File: src/hw/bwsr_defines.svh
`ifndef BWSR_DEFINES_SVH
`define BWSR_DEFINES_SVH

// ----------------------------------------------------------------------
// Register byte offsets.
// ----------------------------------------------------------------------
`define BWSR_OFS_IO_SEC       8'h1c
`define BWSR_OFS_MEM          8'h20
`define BWSR_OFS_PREF         8'h24
`define BWSR_OFS_IO_UPPER     8'h30
`define BWSR_OFS_BRIDGE_CTRL  8'h3c
`define BWSR_OFS_IRQ_STATUS   8'h40
`define BWSR_OFS_IRQ_MASK     8'h44

// ----------------------------------------------------------------------
// Field positions and constant codes.
// ----------------------------------------------------------------------
`define BWSR_IO_IND_CODE      4'h1
`define BWSR_PREF_64_CODE     4'h1
`define BWSR_SEC_PARITY_BIT   24
`define BWSR_SEC_TABORT_BIT   27
`define BWSR_SEC_RTABORT_BIT  28
`define BWSR_SEC_RMABORT_BIT  29
`define BWSR_SEC_SYSERR_BIT   30
`define BWSR_SEC_POISON_BIT   31
`define BWSR_BC_PERR_RESP_BIT 16
`define BWSR_BC_SERR_EN_BIT   17
`define BWSR_NUM_EVENTS       6

// ----------------------------------------------------------------------
// Reset values and implied low address bits.
// ----------------------------------------------------------------------
`define BWSR_IO_LIMIT_RST     4'h0
`define BWSR_IO_UPPER_RST     16'h0000
`define BWSR_MEM_FIELD_RST    12'h000
`define BWSR_EVT_RST          6'h00
`define BWSR_IO_LOW_ONES      12'hfff
`define BWSR_MEM_LOW_ONES     20'hfffff
`define BWSR_MEM_LOW_ZEROS    20'h00000

`endif

File: src/hw/bwsr_pkg.sv
`default_nettype none

package bwsr_pkg;

    // Transaction address presented for a forwarding decision.
    typedef struct packed {
        logic        valid;
        logic        is_io;
        logic [63:0] addr;
    } bwsr_req_t;

    // Registered forwarding decision, one flag per window.
    typedef struct packed {
        logic valid;
        logic io_hit;
        logic mem_hit;
        logic pf_hit;
    } bwsr_fwd_t;

    // Secondary-side error events, each a one-cycle pulse.
    typedef struct packed {
        logic poison_rcvd;
        logic err_msg_sent;
        logic unsup_rcvd;
        logic cpl_abort_rcvd;
        logic cpl_abort_sent;
        logic parity_err;
    } bwsr_evt_t;

endpackage

`default_nettype wire

File: src/hw/bwsr_range_cmp.sv
`default_nettype none

module bwsr_range_cmp #(
    parameter int W = 32
) (
    input  wire logic [W-1:0] addr_in,
    input  wire logic [W-1:0] base_in,
    input  wire logic [W-1:0] limit_in,
    output logic              hit_out
);

    // ------------------------------------------------------------------
    // Inclusive window check.
    // ------------------------------------------------------------------
    // A base above the limit gives an empty window, which is how
    // software switches a window off.
    assign hit_out = (addr_in >= base_in) && (addr_in <= limit_in);

endmodule

`default_nettype wire

File: src/hw/bwsr_regs.sv
`include "bwsr_defines.svh"
`default_nettype none

module bwsr_regs (
    input  wire logic              clk_in,
    input  wire logic              sys_rst_in,
    // Register port.
    input  wire logic [7:0]        reg_addr_in,
    input  wire logic [31:0]       reg_wdata_in,
    input  wire logic              reg_wr_in,
    input  wire logic              reg_rd_in,
    output logic      [31:0]       reg_rdata_out,
    // Window fields kept by neighbouring register blocks.
    input  wire logic [31:0]       io_base_in,
    input  wire logic [31:0]       pf_base_upper_in,
    input  wire logic [63:0]       pf_limit_in,
    // Secondary-side events.
    input  wire bwsr_pkg::bwsr_evt_t evt_in,
    // Forwarding decision.
    input  wire bwsr_pkg::bwsr_req_t req_in,
    output bwsr_pkg::bwsr_fwd_t    fwd_out,
    // Control levels for the datapath.
    output logic                   perr_resp_en_out,
    output logic                   serr_en_out,
    output logic                   irq_out
);
    import bwsr_pkg::*;

    // ------------------------------------------------------------------
    // Storage.
    // ------------------------------------------------------------------
    // Only the writable bits of each field are kept; constant codes,
    // reserved bits and the implied low address bits are built where
    // they are read, which keeps the flop count to what software owns.
    logic [3:0]  io_limit_ff;
    logic [15:0] io_upper_ff;
    logic [11:0] mem_base_ff;
    logic [11:0] mem_limit_ff;
    logic [11:0] pf_base_ff;
    logic        perr_resp_ff;
    logic        serr_en_ff;
    logic [5:0]  irq_mask_ff;
    logic [31:0] rdata_ff;
    bwsr_fwd_t   fwd_ff;

    logic [31:0] nxt_rdata;
    bwsr_fwd_t   nxt_fwd;

    // ------------------------------------------------------------------
    // Address decode.
    // ------------------------------------------------------------------
    // Full-address compares give every unmapped offset a zero read and
    // make writes there harmless.
    wire sel_io_sec  = (reg_addr_in == `BWSR_OFS_IO_SEC);
    wire sel_mem     = (reg_addr_in == `BWSR_OFS_MEM);
    wire sel_pref    = (reg_addr_in == `BWSR_OFS_PREF);
    wire sel_io_up   = (reg_addr_in == `BWSR_OFS_IO_UPPER);
    wire sel_bctl    = (reg_addr_in == `BWSR_OFS_BRIDGE_CTRL);
    wire sel_irq_st  = (reg_addr_in == `BWSR_OFS_IRQ_STATUS);
    wire sel_irq_msk = (reg_addr_in == `BWSR_OFS_IRQ_MASK);

    wire wr_io_sec  = reg_wr_in & sel_io_sec;
    wire wr_mem     = reg_wr_in & sel_mem;
    wire wr_pref    = reg_wr_in & sel_pref;
    wire wr_io_up   = reg_wr_in & sel_io_up;
    wire wr_bctl    = reg_wr_in & sel_bctl;
    wire wr_irq_st  = reg_wr_in & sel_irq_st;
    wire wr_irq_msk = reg_wr_in & sel_irq_msk;

    // ------------------------------------------------------------------
    // Event qualification.
    // ------------------------------------------------------------------
    // Event vector order: 0 parity, 1 abort sent, 2 abort received,
    // 3 unsupported received, 4 error message, 5 poison received.
    // The gates use the enable as it stood before the event edge, so an
    // event that arrives with the very write that turns its enable on is
    // dropped; the datapath sees the same registered enable and agrees.
    wire evt_parity = evt_in.parity_err & perr_resp_ff;
    wire evt_poison = evt_in.poison_rcvd & perr_resp_ff;
    wire evt_syserr = evt_in.err_msg_sent & serr_en_ff;

    wire [5:0] evt_vec = {
        evt_poison,
        evt_syserr,
        evt_in.unsup_rcvd,
        evt_in.cpl_abort_rcvd,
        evt_in.cpl_abort_sent,
        evt_parity
    };

    // Only the three write-one-clear positions take a software clear; the
    // read-only abort flags hold until reset.
    wire [5:0] sec_clr = wr_io_sec ? {
        reg_wdata_in[`BWSR_SEC_POISON_BIT],
        reg_wdata_in[`BWSR_SEC_SYSERR_BIT],
        3'b000,
        reg_wdata_in[`BWSR_SEC_PARITY_BIT]
    } : 6'h00;

    wire [5:0] irq_clr = wr_irq_st ? reg_wdata_in[5:0] : 6'h00;

    wire [5:0] sec_flags;
    wire [5:0] irq_flags;

    // ------------------------------------------------------------------
    // Sticky flag banks.
    // ------------------------------------------------------------------
    // Two banks take the same events so that software can clear the
    // interrupt copy without losing the status bits, and the other way
    // round; the read-only abort flags in the status bank see no clear
    // at all.
    // Secondary status flags: set wins over a clear in the same cycle.
    bwsr_sticky #(
        .W (`BWSR_NUM_EVENTS)
    ) u_sec_flags (
        .clk_in     (clk_in),
        .sys_rst_in (sys_rst_in),
        .set_in     (evt_vec),
        .clr_in     (sec_clr),
        .q_out      (sec_flags)
    );

    // Interrupt status flags, cleared independently of the status word.
    bwsr_sticky #(
        .W (`BWSR_NUM_EVENTS)
    ) u_irq_flags (
        .clk_in     (clk_in),
        .sys_rst_in (sys_rst_in),
        .set_in     (evt_vec),
        .clr_in     (irq_clr),
        .q_out      (irq_flags)
    );

    // ------------------------------------------------------------------
    // Writable fields.
    // ------------------------------------------------------------------
    // Window field updates; constant and reserved bits are never stored.
    always_ff @(posedge clk_in) begin
        if (sys_rst_in) begin
            io_limit_ff  <= `BWSR_IO_LIMIT_RST;
            mem_base_ff  <= `BWSR_MEM_FIELD_RST;
            mem_limit_ff <= `BWSR_MEM_FIELD_RST;
            pf_base_ff   <= `BWSR_MEM_FIELD_RST;
            io_upper_ff  <= `BWSR_IO_UPPER_RST;
        end else begin
            if (wr_io_sec) begin
                io_limit_ff <= reg_wdata_in[15:12];
            end
            if (wr_mem) begin
                mem_base_ff  <= reg_wdata_in[15:4];
                mem_limit_ff <= reg_wdata_in[31:20];
            end
            if (wr_pref) begin
                pf_base_ff <= reg_wdata_in[15:4];
            end
            if (wr_io_up) begin
                io_upper_ff <= reg_wdata_in[31:16];
            end
        end
    end

    // Only the two enables used here are stored; the rest of the bridge
    // control word belongs to a neighbouring block and reads as zero.
    // Bridge control bits and the interrupt mask.
    always_ff @(posedge clk_in) begin
        if (sys_rst_in) begin
            perr_resp_ff <= 1'b0;
            serr_en_ff   <= 1'b0;
            irq_mask_ff  <= `BWSR_EVT_RST;
        end else begin
            if (wr_bctl) begin
                perr_resp_ff <= reg_wdata_in[`BWSR_BC_PERR_RESP_BIT];
                serr_en_ff   <= reg_wdata_in[`BWSR_BC_SERR_EN_BIT];
            end
            if (wr_irq_msk) begin
                irq_mask_ff <= reg_wdata_in[5:0];
            end
        end
    end

    // ------------------------------------------------------------------
    // Read words.
    // ------------------------------------------------------------------
    // Status word: legacy capability and timing bits and reserved bits
    // are tied to zero, so writes to them have nothing to land in.
    wire [31:0] word_io_sec = {
        sec_flags[5],
        sec_flags[4],
        sec_flags[3],
        sec_flags[2],
        sec_flags[1],
        2'b00,
        sec_flags[0],
        1'b0,
        1'b0,
        1'b0,
        5'h00,
        io_limit_ff,
        `BWSR_IO_IND_CODE,
        8'h00
    };

    wire [31:0] word_mem = {mem_limit_ff, 4'h0, mem_base_ff, 4'h0};

    wire [31:0] word_pref = {16'h0000, pf_base_ff, `BWSR_PREF_64_CODE};

    wire [31:0] word_io_up = {io_upper_ff, 16'h0000};

    wire [31:0] word_bctl = {14'h0000, serr_en_ff, perr_resp_ff, 16'h0000};

    wire [31:0] word_irq_st  = {26'h0000000, irq_flags};
    wire [31:0] word_irq_msk = {26'h0000000, irq_mask_ff};

    // The strobe gates the word before it is registered, so the read data
    // fall back to zero one cycle after each read and a held address
    // never leaks a stale value onto the port.
    // One-hot select; anything unmapped reads as zero.
    assign nxt_rdata = !reg_rd_in  ? 32'h00000000 :
                       sel_io_sec  ? word_io_sec  :
                       sel_mem     ? word_mem     :
                       sel_pref    ? word_pref    :
                       sel_io_up   ? word_io_up   :
                       sel_bctl    ? word_bctl    :
                       sel_irq_st  ? word_irq_st  :
                       sel_irq_msk ? word_irq_msk : 32'h00000000;

    // Read data stand for exactly the cycle after the strobe.
    always_ff @(posedge clk_in) begin
        if (sys_rst_in) begin
            rdata_ff <= 32'h00000000;
        end else begin
            rdata_ff <= nxt_rdata;
        end
    end

    // ------------------------------------------------------------------
    // Window assembly.
    // ------------------------------------------------------------------
    // The implied low bits make the limits inclusive of a whole granule.
    wire [31:0] io_limit_full  = {io_upper_ff, io_limit_ff, `BWSR_IO_LOW_ONES};
    wire [31:0] mem_base_full  = {mem_base_ff, `BWSR_MEM_LOW_ZEROS};
    wire [31:0] mem_limit_full = {mem_limit_ff, `BWSR_MEM_LOW_ONES};
    wire [63:0] pf_base_full   = {pf_base_upper_in, pf_base_ff,
                                  `BWSR_MEM_LOW_ZEROS};

    wire io_in_range;
    wire mem_in_range;
    wire pf_in_range;

    // ------------------------------------------------------------------
    // Window comparators.
    // ------------------------------------------------------------------
    // Each window has its own comparator pair, so all three decisions are
    // made in the same cycle; the price is six wide magnitude compares.
    // The I/O window ignores address bits above 31, since I/O addressing
    // here is only 32 bits wide.
    // I/O window on the low 32 address bits.
    bwsr_range_cmp #(
        .W (32)
    ) u_io_cmp (
        .addr_in  (req_in.addr[31:0]),
        .base_in  (io_base_in),
        .limit_in (io_limit_full),
        .hit_out  (io_in_range)
    );

    // Non-prefetchable window on the low 32 address bits.
    bwsr_range_cmp #(
        .W (32)
    ) u_mem_cmp (
        .addr_in  (req_in.addr[31:0]),
        .base_in  (mem_base_full),
        .limit_in (mem_limit_full),
        .hit_out  (mem_in_range)
    );

    // Prefetchable window across the full 64-bit address.
    bwsr_range_cmp #(
        .W (64)
    ) u_pf_cmp (
        .addr_in  (req_in.addr),
        .base_in  (pf_base_full),
        .limit_in (pf_limit_in),
        .hit_out  (pf_in_range)
    );

    // ------------------------------------------------------------------
    // Forwarding decision.
    // ------------------------------------------------------------------
    // The non-prefetchable window only reaches 4 GB, so any address with
    // upper bits set misses it even when the low bits fall inside.
    wire addr_below_4g = (req_in.addr[63:32] == 32'h00000000);

    // A request marked as I/O is only matched against the I/O window and
    // a memory request only against the two memory windows; both memory
    // windows may hit at once when software lets them overlap.
    assign nxt_fwd.valid   = req_in.valid;
    assign nxt_fwd.io_hit  = req_in.valid & req_in.is_io & io_in_range;
    assign nxt_fwd.mem_hit = req_in.valid & ~req_in.is_io & addr_below_4g
                             & mem_in_range;
    assign nxt_fwd.pf_hit  = req_in.valid & ~req_in.is_io & pf_in_range;

    // Registered so the decision is a clean flop output one cycle later.
    always_ff @(posedge clk_in) begin
        if (sys_rst_in) begin
            fwd_ff <= '0;
        end else begin
            fwd_ff <= nxt_fwd;
        end
    end

    // ------------------------------------------------------------------
    // Outputs.
    // ------------------------------------------------------------------
    // Every data output comes straight from a flop; only the interrupt
    // level below is a small gate of flops, so it drops in the same cycle
    // in which a clearing write lands.
    assign reg_rdata_out    = rdata_ff;
    assign fwd_out          = fwd_ff;
    assign perr_resp_en_out = perr_resp_ff;
    assign serr_en_out      = serr_en_ff;

    // Masking only hides a flag from this output; the flag itself stays
    // set, so unmasking later raises the interrupt at once.
    // Level interrupt: high while any unmasked flag is set.
    assign irq_out = |(irq_flags & irq_mask_ff);

endmodule

`default_nettype wire

File: src/hw/bwsr_sticky.sv
`default_nettype none

module bwsr_sticky #(
    parameter int W = 6
) (
    input  wire logic         clk_in,
    input  wire logic         sys_rst_in,
    input  wire logic [W-1:0] set_in,
    input  wire logic [W-1:0] clr_in,
    output logic      [W-1:0] q_out
);

    // ------------------------------------------------------------------
    // Sticky bits.
    // ------------------------------------------------------------------
    genvar i;
    generate
        for (i = 0; i < W; i++) begin : g_bit
            // A set in the same cycle as a clear wins, so no event is lost.
            always_ff @(posedge clk_in) begin
                if (sys_rst_in) begin
                    q_out[i] <= 1'b0;
                end else begin
                    q_out[i] <= set_in[i] | (q_out[i] & ~clr_in[i]);
                end
            end
        end
    endgenerate

endmodule

`default_nettype wire

File: config.mk
export PLATFORM = sky130hd
export DESIGN_NAME = bwsr_regs
export DESIGN_NICKNAME = d
export VERILOG_FILES = /design/src/hw/bwsr_pkg.sv /design/src/hw/bwsr_range_cmp.sv /design/src/hw/bwsr_regs.sv /design/src/hw/bwsr_sticky.sv
export VERILOG_INCLUDE_DIRS = /design/src /design/src/hw
export SDC_FILE = /design/constraint.sdc
export NUM_CORES = 1
export LEC_CHECK = 0
export BUFFER_PORTS_ARGS = -buffer_cell sky130_fd_sc_hd__buf_2
export CAP_MARGIN = 20
export CORE_ASPECT_RATIO = 1.4
export CORE_MARGIN = 2
export CORE_UTILIZATION = 40
export CTS_CLUSTER_SIZE = 28
export DETAILED_ROUTE_END_ITERATION = 12
export GPL_TIMING_DRIVEN = 0
export PLACE_DENSITY = 0.67
export SLEW_MARGIN = 20
export SYNTH_ARGS = -nofsm -noshare
export SYNTH_HDL_FRONTEND = slang
export SYNTH_HIERARCHICAL = 1
export SYNTH_SLANG_ARGS = --single-unit
File: constraint.sdc
create_clock -name clk_in -period 3.9 [get_ports clk_in]
set_input_delay 0 -clock clk_in [delete_from_list [all_inputs] [get_ports clk_in]]
set_output_delay 0 -clock clk_in [all_outputs]
set_load 0.02 [all_outputs]
# Yosys cells after proc, flatten, opt, wreduce, memory -nomap -nowiden
# Cells that the tools add are included.
[classes] order_cmp=6 n_eq_ne=7 mux=9 bitwise=55 n_reduce_logical=10
[op_table] op="$mux 32" n=4
[op_table] op="$ge 32x32->1" n=2
[op_table] op="$ge 64x64->1" n=1
[op_table] op="$le 32x32->1" n=2
[op_table] op="$le 64x64->1" n=1
[op_table] op="$eq 8x6->1 const B" n=4
[op_table] op="$logic_not 32->1" n=1
[op_table] op="$and 1x1->1" n=28
[op_table] op="$mux 6" n=4
[op_table] op="$mux 18" n=1
[op_table] op="$eq 8x7->1 const B" n=2
[op_table] op="$not 1->1" n=14
[op_table] op="$or 1x1->1" n=12
[op_table] op="$eq 8x5->1 const B" n=1
[op_table] op="$reduce_or 7->1" n=1
[op_table] op="$and 6x6->6" n=1
[op_table] op="$reduce_or 6->1" n=1
[op_table] op="$reduce_or 5->1" n=1
[op_table] op="$reduce_or 4->1" n=1
[op_table] op="$logic_and 1x1->1" n=3
[op_table] op="$reduce_or 3->1" n=1
[op_table] op="$reduce_or 2->1" n=1
[word_totals] reg_bits=112

# Longest topological paths before layout
# Gate-level depths: netlist of run 1.
[logic_depth] depth_word=8 depth_mapped=11 mapped_depth_nobuf=11

# Cells and area by module
# Netlist of run 1, hierarchy kept.
[by_module_without_submodules] mod="bwsr_regs" n_inst=1 cells_each=443 area_per_inst_um2=3908.7 seq_area_each_um2=2001.9
[by_module_without_submodules] mod="bwsr_range_cmp at u_io_cmp ..." n_inst=2 cells_each=226 area_per_inst_um2=1604.0 seq_area_each_um2=0.0
[by_module_without_submodules] mod="bwsr_range_cmp at u_pf_cmp" n_inst=1 cells_each=451 area_per_inst_um2=3168.0 seq_area_each_um2=0.0
[by_module_without_submodules] mod="bwsr_sticky" n_inst=2 cells_each=24 area_per_inst_um2=255.2 seq_area_each_um2=120.1

# Least setup slack after synthesis of run 1
# OpenSTA, ideal clock, no wires.
[synth_timing] kind="register to register" startpoint="reg mem_limit_ff[3]" endpoint="reg fwd_ff, in the netlist fwd_out[1]" arrival_time_ns=2.230 setup_slack_ns=1.592 path_stages_with_launch=11 n_path_buf=0 cell_sequence="dfxtp_1 inv_1 ha_1 nand2_1 or4_4 nor3_2 a31oi_1 a311oi_1 nor4b_1 nand4_1 nor3_1"
[synth_between] elab_chain_len=3
[synth_rtl] element="start, declared" line="bwsr_regs.sv:38" text="logic [11:0] mem_limit_ff;"
[synth_rtl] element="start signal, assigned" line="bwsr_regs.sv:142" text="mem_limit_ff <= `BWSR_MEM_FIELD_RST;"
[synth_rtl] element="start signal, assigned" line="bwsr_regs.sv:151" text="mem_limit_ff <= reg_wdata_in[31:20];"
[synth_rtl] element="$le 32x32->1" line="bwsr_range_cmp.sv:17" text="assign hit_out = (addr_in >= base_in) && (addr_in <= limit_in);"
[synth_rtl] element="$logic_and 1x1->1" line="bwsr_range_cmp.sv:17"
[synth_rtl] element="net mem_in_range" line="bwsr_regs.sv:247" text="wire mem_in_range;"
[synth_rtl] element="$and 1x1->1" line="bwsr_regs.sv:300" text="& mem_in_range;"
[synth_rtl] element="end signal, assigned" line="bwsr_regs.sv:308" text="fwd_ff <= nxt_fwd;"
[synth_rtl] element="end, declared" line="bwsr_regs.sv:44" text="bwsr_fwd_t fwd_ff;"
# The timed path passes the listed nets, and every way through them passes these cells.
# A chain may end at the register's enable or synchronous reset.

# Worst setup path after layout of run 1
[layout_timing] startpoint="reg mem_limit_ff[11]" endpoint="reg fwd_ff, in the netlist fwd_out[1]"
# The elaborated chain is that of the path after synthesis.

==> out/results.txt, run 1 <==
Nets@finish - 2300
Final hold vios - 0
Post-synth EDFFs - 0
CP Data Required Time - 4.21 ns
Synthesized cell area - 0.01080 sq mm
Top cell type's share of synthesized area - 0.2967
Fmax - 0.2788 GHz
Die Height - 198.4 um
MaxCap Viol Count - 0
Top fanout value on the critical path - 3
Crit Path Class - reg2reg
Static Leakage - 7.059 nW
Largest net degree at the start of global routing - 20
Clk buf depth - 2
Worst min path class - in2reg
Num CTS Buffers - 9
Global-route wire length before repair - 53560 um
Slew Viols, Final - 0
NetSw - 0.9383 mW
RePlAce Congestion - 0.8825
H-tree depth - 3
Total core area - 0.02674 sq mm
Finished Core Util - 0.5112
Routed vias - 10960
DRC - 0
Async S/R FF share, synth - 0
Largest area contributor in the netlist - ha_1
Total congestion overflow - 0
Final WL - 35040 um
DR WL/cell - 16.12 um
Placed instance count - 2113
#FFs+latches synth - 112
RSZ-0062 raised after global routing - false
CTS root buf - clkbuf_16
# rows - 71
DRT iter0 DRCs - 519
Placed cell areas - 0.01293 sq mm
GRT Total Usage - 0.2431
Via-per-instance ratio - 5.043
Final setup fails - 0
Post-synthesis sequential area ratio - 0.2077
Non-filler instance count after layout - 2174
# IOs - 283
Clock Pin Slew Worst Setup and Hold Paths - 0.08 ns
Worst Setup Slack, final - 0.3138 ns
Clock sinks - 112
Worst-margin pin slew - 0.8783 ns
Final period util - 0.9195
Post-layout min period - 3.586 ns
CTS tree - built
Layout cells sized above 1 - 0.1884
Power per cell area - 218.3 mW/mm^2
Die area - 0.02834 sq mm
Cell variety after synth - 55
Die width - 142.8 um
Startpoint types - flip-flop
Final instance area - 0.01367 sq mm
Net Sw Frac - 0.3145
Initial Utilization - 0.4037
TritonRoute pass-1 iters - 5
TNS Setup - 0 ns
Combinational power share - 0.280
Fin Clk Skew - 0.009199 ns
Sequential power share - 0.387
Pre-CTS setup slack - 0.8893 ns
Post-Syn Instances - 1394
Placed wire-length estimate - 29540 um
Clk network pwr share - 0.333
Area Overhead vs Synth - 26.61%
Initial antenna violation count - 2
Run status - completed
Top area cells in the synthesized netlist - ha_1 30%, dfxtp_1 21%, inv_1 9.4%
Syn avg cell area - 7.744 sq um
Yosys Warn Count - 6
Peak VDD IR - 0.2119 mV
Crit path DAT - 3.89 ns
Slew Limit Headroom - 0.4091
Port Buffers - 281
Top_reg_cell synth - dfxtp_1
Worst setup EP type - flip-flop
Clock latency on the worst-skew pair - 0.36 ns
P_int - 2.045 mW
Vias in the first global route - 10870
DRT antenna net count - 0
[final cells by class]
| class | instances | area (sq um) |
|---|---|---|
| Antenna cell | 4 | 10.01 |
| Buffer | 29 | 172.7 |
| Clock buffer | 10 | 239.0 |
| Clock inverter | 6 | 76.32 |
| Fill cell | 2624 | 13070 |
| Inverter | 270 | 1013 |
| Multi-Input combinational cell | 1056 | 7641 |
| Sequential cell | 112 | 2242 |
| Tap cell | 365 | 456.7 |
| Timing Repair Buffer | 322 | 1817 |
[worst max-delay path: stages (launching register included)]
cell and delay, ns:
dfxtp_1 0.38, inv_1 0.06, ha_1 0.29, nand4_1 0.18
or4_4 0.48, nor3_2 0.22, a31oi_1 0.10, a311oi_1 0.35
nor4b_1 0.51, nand4_1 0.19, nor3_1 0.21, dlygate4sd3_1 0.57
[state kept, by name, indices dropped and copies added, names as in the netlist]
register,cells
u_irq_flags/q_out,6
reg_rdata_out,32
fwd_out,4
serr_en_out,1
mem_limit_ff,12
u_sec_flags/q_out,6
perr_resp_en_out,1
io_limit_ff,4
irq_mask_ff,6
io_upper_ff,16
pf_base_ff,12
mem_base_ff,12
[Yosys cell counts (15+ instances only)]
| cell type | n |
|---|---|
| a21o_1 | 15 |
| a21oi_1 | 151 |
| a221oi_1 | 24 |
| a22oi_1 | 16 |
| dfxtp_1 | 112 |
| ha_1 | 256 |
| inv_1 | 270 |
| mux2i_1 | 23 |
| nand2_1 | 160 |
| nand3_1 | 32 |
| nand4_1 | 38 |
| nor2_1 | 75 |
| o21ai_0 | 53 |
[repair_timing]
item / 4_1_cts / 5_1_grt
hold endpoints to repair: 74 / 0
hold buffers: 41 / 0
resized for setup: 0 / 0
setup buffers: 0 / 0
[power groups by stage]
stage / clock [mW] / sequential (mW) / combinational (mW)
floorplan: 0 / 1.18 / 0.456
global placement: 0 / 1.18 / 0.762
detailed placement: 0 / 1.18 / 0.793
CTS: 1.01 / 1.15 / 0.829
global route: 1.05 / 1.16 / 0.959
finish: 0.994 / 1.15 / 0.835
[layer usage]
layer	track usage	wire, um	vias to the layer above
li1	-	-	5566
met1	0.2587	13530	4949
met2	0.4651	18100	379
met3	0.03130	1859	69
met4	0.1192	1549	0
met5	0	0	-
[stage by stage]
stage,hold slack (ns),total power [mW]
floorplan,0.06907,1.638
global placement,0.2446,1.943
detailed placement,0.2498,1.975
CTS,0.02544,2.996
global route,0.03246,3.166
finish,0.02848,2.984
[worst paths after layout]
| path | cells after the start | slack, ns | endpoint | startpoint |
|---|---|---|---|---|
| setup / recovery | 11 | 0.31 | fwd_out[1]$_SDFF_PP0_ | mem_limit_ff[11]$_SDFFE_PP0P_ |
| hold / removal | 2 | 0.03 | u_sec_flags/q_out[2]$_SDFF_PP0_ | sys_rst_in |
| setup reg to reg | 11 | 0.31 | fwd_out[1]$_SDFF_PP0_ | mem_limit_ff[11]$_SDFFE_PP0P_ |
| hold reg to reg | 2 | 0.48 | mem_limit_ff[5]$_SDFFE_PP0P_ | mem_limit_ff[5]$_SDFFE_PP0P_ |
[kinds of logic (layout without fill, tap and decap cells)]
family,after synthesis,after routing,synth area share
and+or+nand+nor,403,403,0.1970
muxes,23,23,0.02133
AOI/OAI and AO/OA,299,299,0.1667
other,2,79,0.0006957
adders and majority gates,256,256,0.2967
buffers and inverters,299,637,0.1099
DFF,112,112,0.2077
[layout by cell type (no fill, tap or decap), types with 4 or more instances in the layout]
cell,count
a211oi_1,9
a31oi_1,4
inv_1,270
buf_4,8
and2_1,13
and4_1,5
nand4_1,38
nor2_1,75
a22oi_1,16
nand3_1,32
diode_2,4
nor2b_1,8
nor4_1,14
dfxtp_1,112
clkbuf_1,14
nand2b_4,12
dlygate4sd3_1,41
nand2_1,160
a2111oi_0,4
conb_1,75
buf_2,284
and3_1,10
mux2i_1,23
nand2b_1,4
nor3_1,6
a21o_1,15
a221oi_1,24
buf_6,4
clkbuf_16,9
o21ai_0,53
ha_1,256
a21oi_1,151
Note: power is estimated with default switching activity, not from simulation.
==> run 2: changes to the inputs <==
Settings changed: CORE_ASPECT_RATIO 1.4 to unset.
==> out/results.txt, run 2 (synthesized netlist as in run 1, its figures left out) <==
Top fanout value on the critical path - 3
Worst min path class - in2reg
Hold path startpoint - sys_rst_in
Initial antenna violation count - 4
Most frequent cells in the layout - 284 x buf_2, 270 x inv_1, 256 x ha_1, 160 x nand2_1, 151 x a21oi_1
Layout cells sized above 1 - 0.1885
# hold bufs at CTS - 40
Total core area - 0.02673 sq mm
Clk buf depth - 2
Fmax - 0.2963 GHz
Final period util - 0.8653
GRT Total Usage - 0.2439
Peak VDD IR - 0.1926 mV
Crit Path Class - reg2reg
Initial Utilization - 0.4039
Static Leakage - 7.047 nW
RR Endpoint - fwd_out[1]$_SDFF_PP0_
Power per cell area - 215.5 mW/mm^2
Port Buffers - 281
Cell breakdown of the critical path - inv_1, ha_1, nand4_1, or4_4, nor3_2, a31oi_1, a311oi_1, nor4b_1, nand4_1, nor3_1, dlygate4sd3_1
Placed wire-length estimate - 29920 um
Die area - 0.02832 sq mm
Vias in the first global route - 10590
Number of gates resized after CTS - 0
Critical Path Most Common Cell - nand4_1
Slowest CP cell - dlygate4sd3_1
Startpoint types - flip-flop
Crit path DAT - 3.69 ns
Via-per-instance ratio - 5.107
CTS root buf - clkbuf_16
Die width - 168.3 um
R2R cell count - 11
Reg2reg start - mem_limit_ff[11]$_SDFFE_PP0P_
Clock sinks - 112
Post-layout min period - 3.375 ns
Slew Limit Headroom - 0.4183
Total power - 2.932 mW
Routed vias - 10980
Hold slack - 0.01014 ns
Num CTS Buffers - 9
# IOs - 283
Global-route wire length before repair - 54480 um
TNS Setup - 0 ns
Placed instance count - 2089
Footprint of the multi-input gates - 0.007641 sq mm
Non-filler instance count after layout - 2149
Commonest non-fill, non-tap cell in the layout - buf_2
Die Height - 168.3 um
CP Buf/Inv Count - 2
Max reg flops - 32
# fillers - 2610
Final setup fails - 0
DR WL/cell - 16.44 um
# rows - 60
H-tree depth - 3
CP delay by family, top - simple AND/OR/NAND/NOR gates
MaxCap Viol Count - 0
Largest net degree at the start of global routing - 21
DRT iter0 DRCs - 594
RSZ-0062 raised after global routing - false
Register area - 0.002242 sq mm
Worst-margin pin slew - 0.8707 ns
Nets@finish - 2299
TritonRoute pass-1 iters - 5
Area Overhead vs Synth - 26.02%
Hold path cells - 2
Slew Viols, Final - 0
Worst R2R Setup Slack - 0.53 ns
Total congestion overflow - 0
Clock Pin Slew Worst Setup and Hold Paths - 0.09 ns
Post-CTS Setup Bufs - 0
CP peak stage delay - 0.56 ns
Fin Clk Skew - 0.01001 ns
DRT antenna net count - 0
DRC - 0
Run status - completed
Final hold vios - 0
CP Data Required Time - 4.21 ns
CTS tree - built
Clock latency on the worst-skew pair - 0.37 ns
Hold EP - u_irq_flags/q_out[3]$_SDFF_PP0_
RePlAce Congestion - 0.8939
Worst setup EP type - flip-flop
Final WL - 35330 um
run 2: worst reg2reg max path: stages, from the launching register on:
cell           delay [ns]
dfxtp_1              0.41
inv_1                0.07
ha_1                 0.30
nand4_1              0.16
or4_4                0.47
nor3_2               0.22
a31oi_1              0.10
a311oi_1             0.41
nor4b_1              0.29
nand4_1              0.15
nor3_1               0.19
dlygate4sd3_1        0.56
run 2: area by class of cell:
cell class	count	area share
multi-input combinational	1056	0.5617
clock buffer	9	0.01655
clock inverter	7	0.004874
sequential	112	0.1648
inverter	270	0.07450
buffer	29	0.01269
tap	341	0.03136
antenna	4	0.0007358
timing repair buffer	321	0.1328
run 2: worst max path at each step:
stage | start | end | depth (start not counted)
after detailed placement | mem_limit_ff[11]$_SDFFE_PP0P_ | fwd_out[1]$_SDFF_PP0_ | 10
after global placement | mem_limit_ff[3]$_SDFFE_PP0P_ | fwd_out[1]$_SDFF_PP0_ | 10
final | mem_limit_ff[11]$_SDFFE_PP0P_ | fwd_out[1]$_SDFF_PP0_ | 11
after global routing | mem_limit_ff[1]$_SDFFE_PP0P_ | fwd_out[1]$_SDFF_PP0_ | 12
after floorplan | mem_limit_ff[3]$_SDFFE_PP0P_ | fwd_out[1]$_SDFF_PP0_ | 10
after CTS | mem_limit_ff[11]$_SDFFE_PP0P_ | fwd_out[1]$_SDFF_PP0_ | 11
run 2: per-stage QoR:
step                      setup slack (ns)    util  instance area (sq um)
after floorplan                      1.592       -                  11070
after global placement               1.107  0.4828                  12900
after detailed placement             1.071  0.4828                  12900
after CTS                           0.5163  0.5087                  13590
after global routing                0.3290  0.5089                  13600
final                               0.5254  0.5090                  13600
run 2: power by group:
group / total [mW] / leakage, nW / internal (mW) / switching (mW)
registers: 1.16 / 0.904 / 1.15 / 0.00714
logic: 0.833 / 6.00 / 0.368 / 0.466
clock network: 0.943 / 0.141 / 0.449 / 0.495
total: 2.93 / 7.05 / 1.97 / 0.967
run 2: routing by layer:
metal	wire, um	vias to the layer above	global-route usage
li1	-	5565	-
met1	15550	4996	0.3017
met2	16800	358	0.4332
met3	1989	55	0.03879
met4	980	2	0.07646
met5	11	-	0
==> run 3: changes to the inputs <==
Settings changed: CORE_UTILIZATION 40 to 36, PLACE_DENSITY 0.67 to 0.62.
==> out/results.txt, run 3 (synthesized netlist as in run 1, its figures left out) <==
Run status - completed
Die Height - 177.2 um
Initial antenna violation count - 4
Crit path DAT - 3.63 ns
Initial Utilization - 0.3652
CTS root buf - clkbuf_16
Worst setup EP type - flip-flop
Largest net degree at the start of global routing - 22
Area Overhead vs Synth - 26.80%
Clock Pin Slew Worst Setup and Hold Paths - 0.09 ns
Combinational power share - 0.285
Total core area - 0.02956 sq mm
CP Data Required Time - 4.21 ns
# IOs - 283
Total congestion overflow - 0
Power per cell area - 214.7 mW/mm^2
Port Buffers - 281
Routed vias - 10920
Nets@finish - 2301
Most frequent cells in the layout - 284 x buf_2, 270 x inv_1, 256 x ha_1, 160 x nand2_1, 151 x a21oi_1
Peak VDD IR - 0.1898 mV
DRC - 0
Final WL - 35810 um
NetSw - 0.9663 mW
Slew Viols, Final - 0
Num CTS Buffers - 9
Slew Limit Headroom - 0.2646
Clock latency on the worst-skew pair - 0.37 ns
Global-route wire length before repair - 54670 um
Post-layout min period - 3.312 ns
Net Sw Frac - 0.3288
Fin Clk Skew - 0.009225 ns
Number of gates resized after CTS - 0
P_int - 1.973 mW
DRT iter0 DRCs - 478
MaxCap Viol Count - 0
Die area - 0.03139 sq mm
GRT Total Usage - 0.2238
Vias in the first global route - 10600
CTS tree - built
Final hold vios - 0
Clock sinks - 112
RSZ-0062 raised after global routing - false
TNS Setup - 0 ns
Startpoint types - flip-flop
Clk buf depth - 2
Static Leakage - 7.063 nW
Crit Path Class - reg2reg
DR WL/cell - 16.29 um
Hold slack - 0.03500 ns
Max reg flops - 32
Final period util - 0.8492
Clk network pwr share - 0.322
# rows - 63
H-tree depth - 3
Placed wire-length estimate - 30290 um
Sequential power share - 0.393
Die width - 177.2 um
RePlAce Congestion - 0.8863
Worst-margin pin slew - 1.075 ns
DRT antenna net count - 0
Total power - 2.939 mW
Fmax - 0.3019 GHz
Commonest non-fill, non-tap cell in the layout - buf_2
Top fanout value on the critical path - 3
Worst min path class - in2reg
Layout cells sized above 1 - 0.1883
Final setup fails - 0
TritonRoute pass-1 iters - 5
Via-per-instance ratio - 4.970
==> run 3: changes by cell type in the layout (fill, tap and decap cells not counted), sizes merged <==
cell,delta
dlygate4sd3,+2
diode,-2
clkinvlp,-1
inv,+1
==> run 3: worst max-delay path, stage by stage (launching register included) <==
cell and delay [ns]:
dfxtp_1 0.39, inv_1 0.06, ha_1 0.31, nand4_1 0.14
or4_4 0.46, nor3_2 0.21, a31oi_1 0.10, a311oi_1 0.37
nor4b_1 0.27, nand4_1 0.19, nor3_1 0.20, dlygate4sd3_1 0.56
==> run 3: cell type report <==
class / instances / area (sq um)
Fill cell: 3030 / 15870
Clock inverter: 7 / 73.82
Timing Repair Buffer: 323 / 1827
Inverter: 270 / 1013
Sequential cell: 112 / 2242
Clock buffer: 9 / 225.2
Antenna cell: 2 / 5.005
Tap cell: 390 / 488.0
Multi-Input combinational cell: 1056 / 7641
Buffer: 29 / 172.7
==> run 3: layer usage <==
metal,track usage,vias to the layer above,part of all wire,wire (um)
met4,0.08712,4,0.034,1231
met5,0,-,0.00064,23
met3,0.03222,62,0.061,2175
met2,0.4034,352,0.48,17070
met1,0.2657,4938,0.43,15300
li1,-,5567,-,-
==> run 3: per-stage QoR <==
step / cells / cell area, sq um / util / worst slack [ns]
5_1_grt: 2198 / 13690 / 0.4631 / 0.3374
4_1_cts: 2196 / 13680 / 0.4629 / 0.5191
6_report: 2198 / 13690 / 0.4631 / 0.5880
2_1_floorplan: 1467 / 11070 / - / 1.592
3_3_place_gp: 2138 / 12960 / 0.4386 / 1.084
3_5_place_dp: 2138 / 12960 / 0.4386 / 1.057
==> run 3: power groups by stage <==
stage | sequential (mW) | combinational, mW | clock, mW
detailed placement | 1.18 | 0.790 | 0
floorplan | 1.18 | 0.456 | 0
global route | 1.16 | 0.958 | 1.01
global placement | 1.18 | 0.767 | 0
finish | 1.16 | 0.837 | 0.947
CTS | 1.16 | 0.828 | 0.969
==> run 3: repair_timing <==
item                      4_1_cts  5_1_grt
buffers inserted                0        0
hold endpoints to repair       76        0
hold buffers                   42        0
==> run 3: final timing paths <==
path | from | to | slack [ns] | cells past startpoint
max | mem_limit_ff[10]$_SDFFE_PP0P_ | fwd_out[1]$_SDFF_PP0_ | 0.59 | 11
min | evt_in[5] | u_sec_flags/q_out[5]$_SDFF_PP0_ | 0.03 | 4
max reg2reg | mem_limit_ff[10]$_SDFFE_PP0P_ | fwd_out[1]$_SDFF_PP0_ | 0.59 | 11
min reg2reg | io_limit_ff[2]$_SDFFE_PP0N_ | io_limit_ff[2]$_SDFFE_PP0N_ | 0.48 | 2
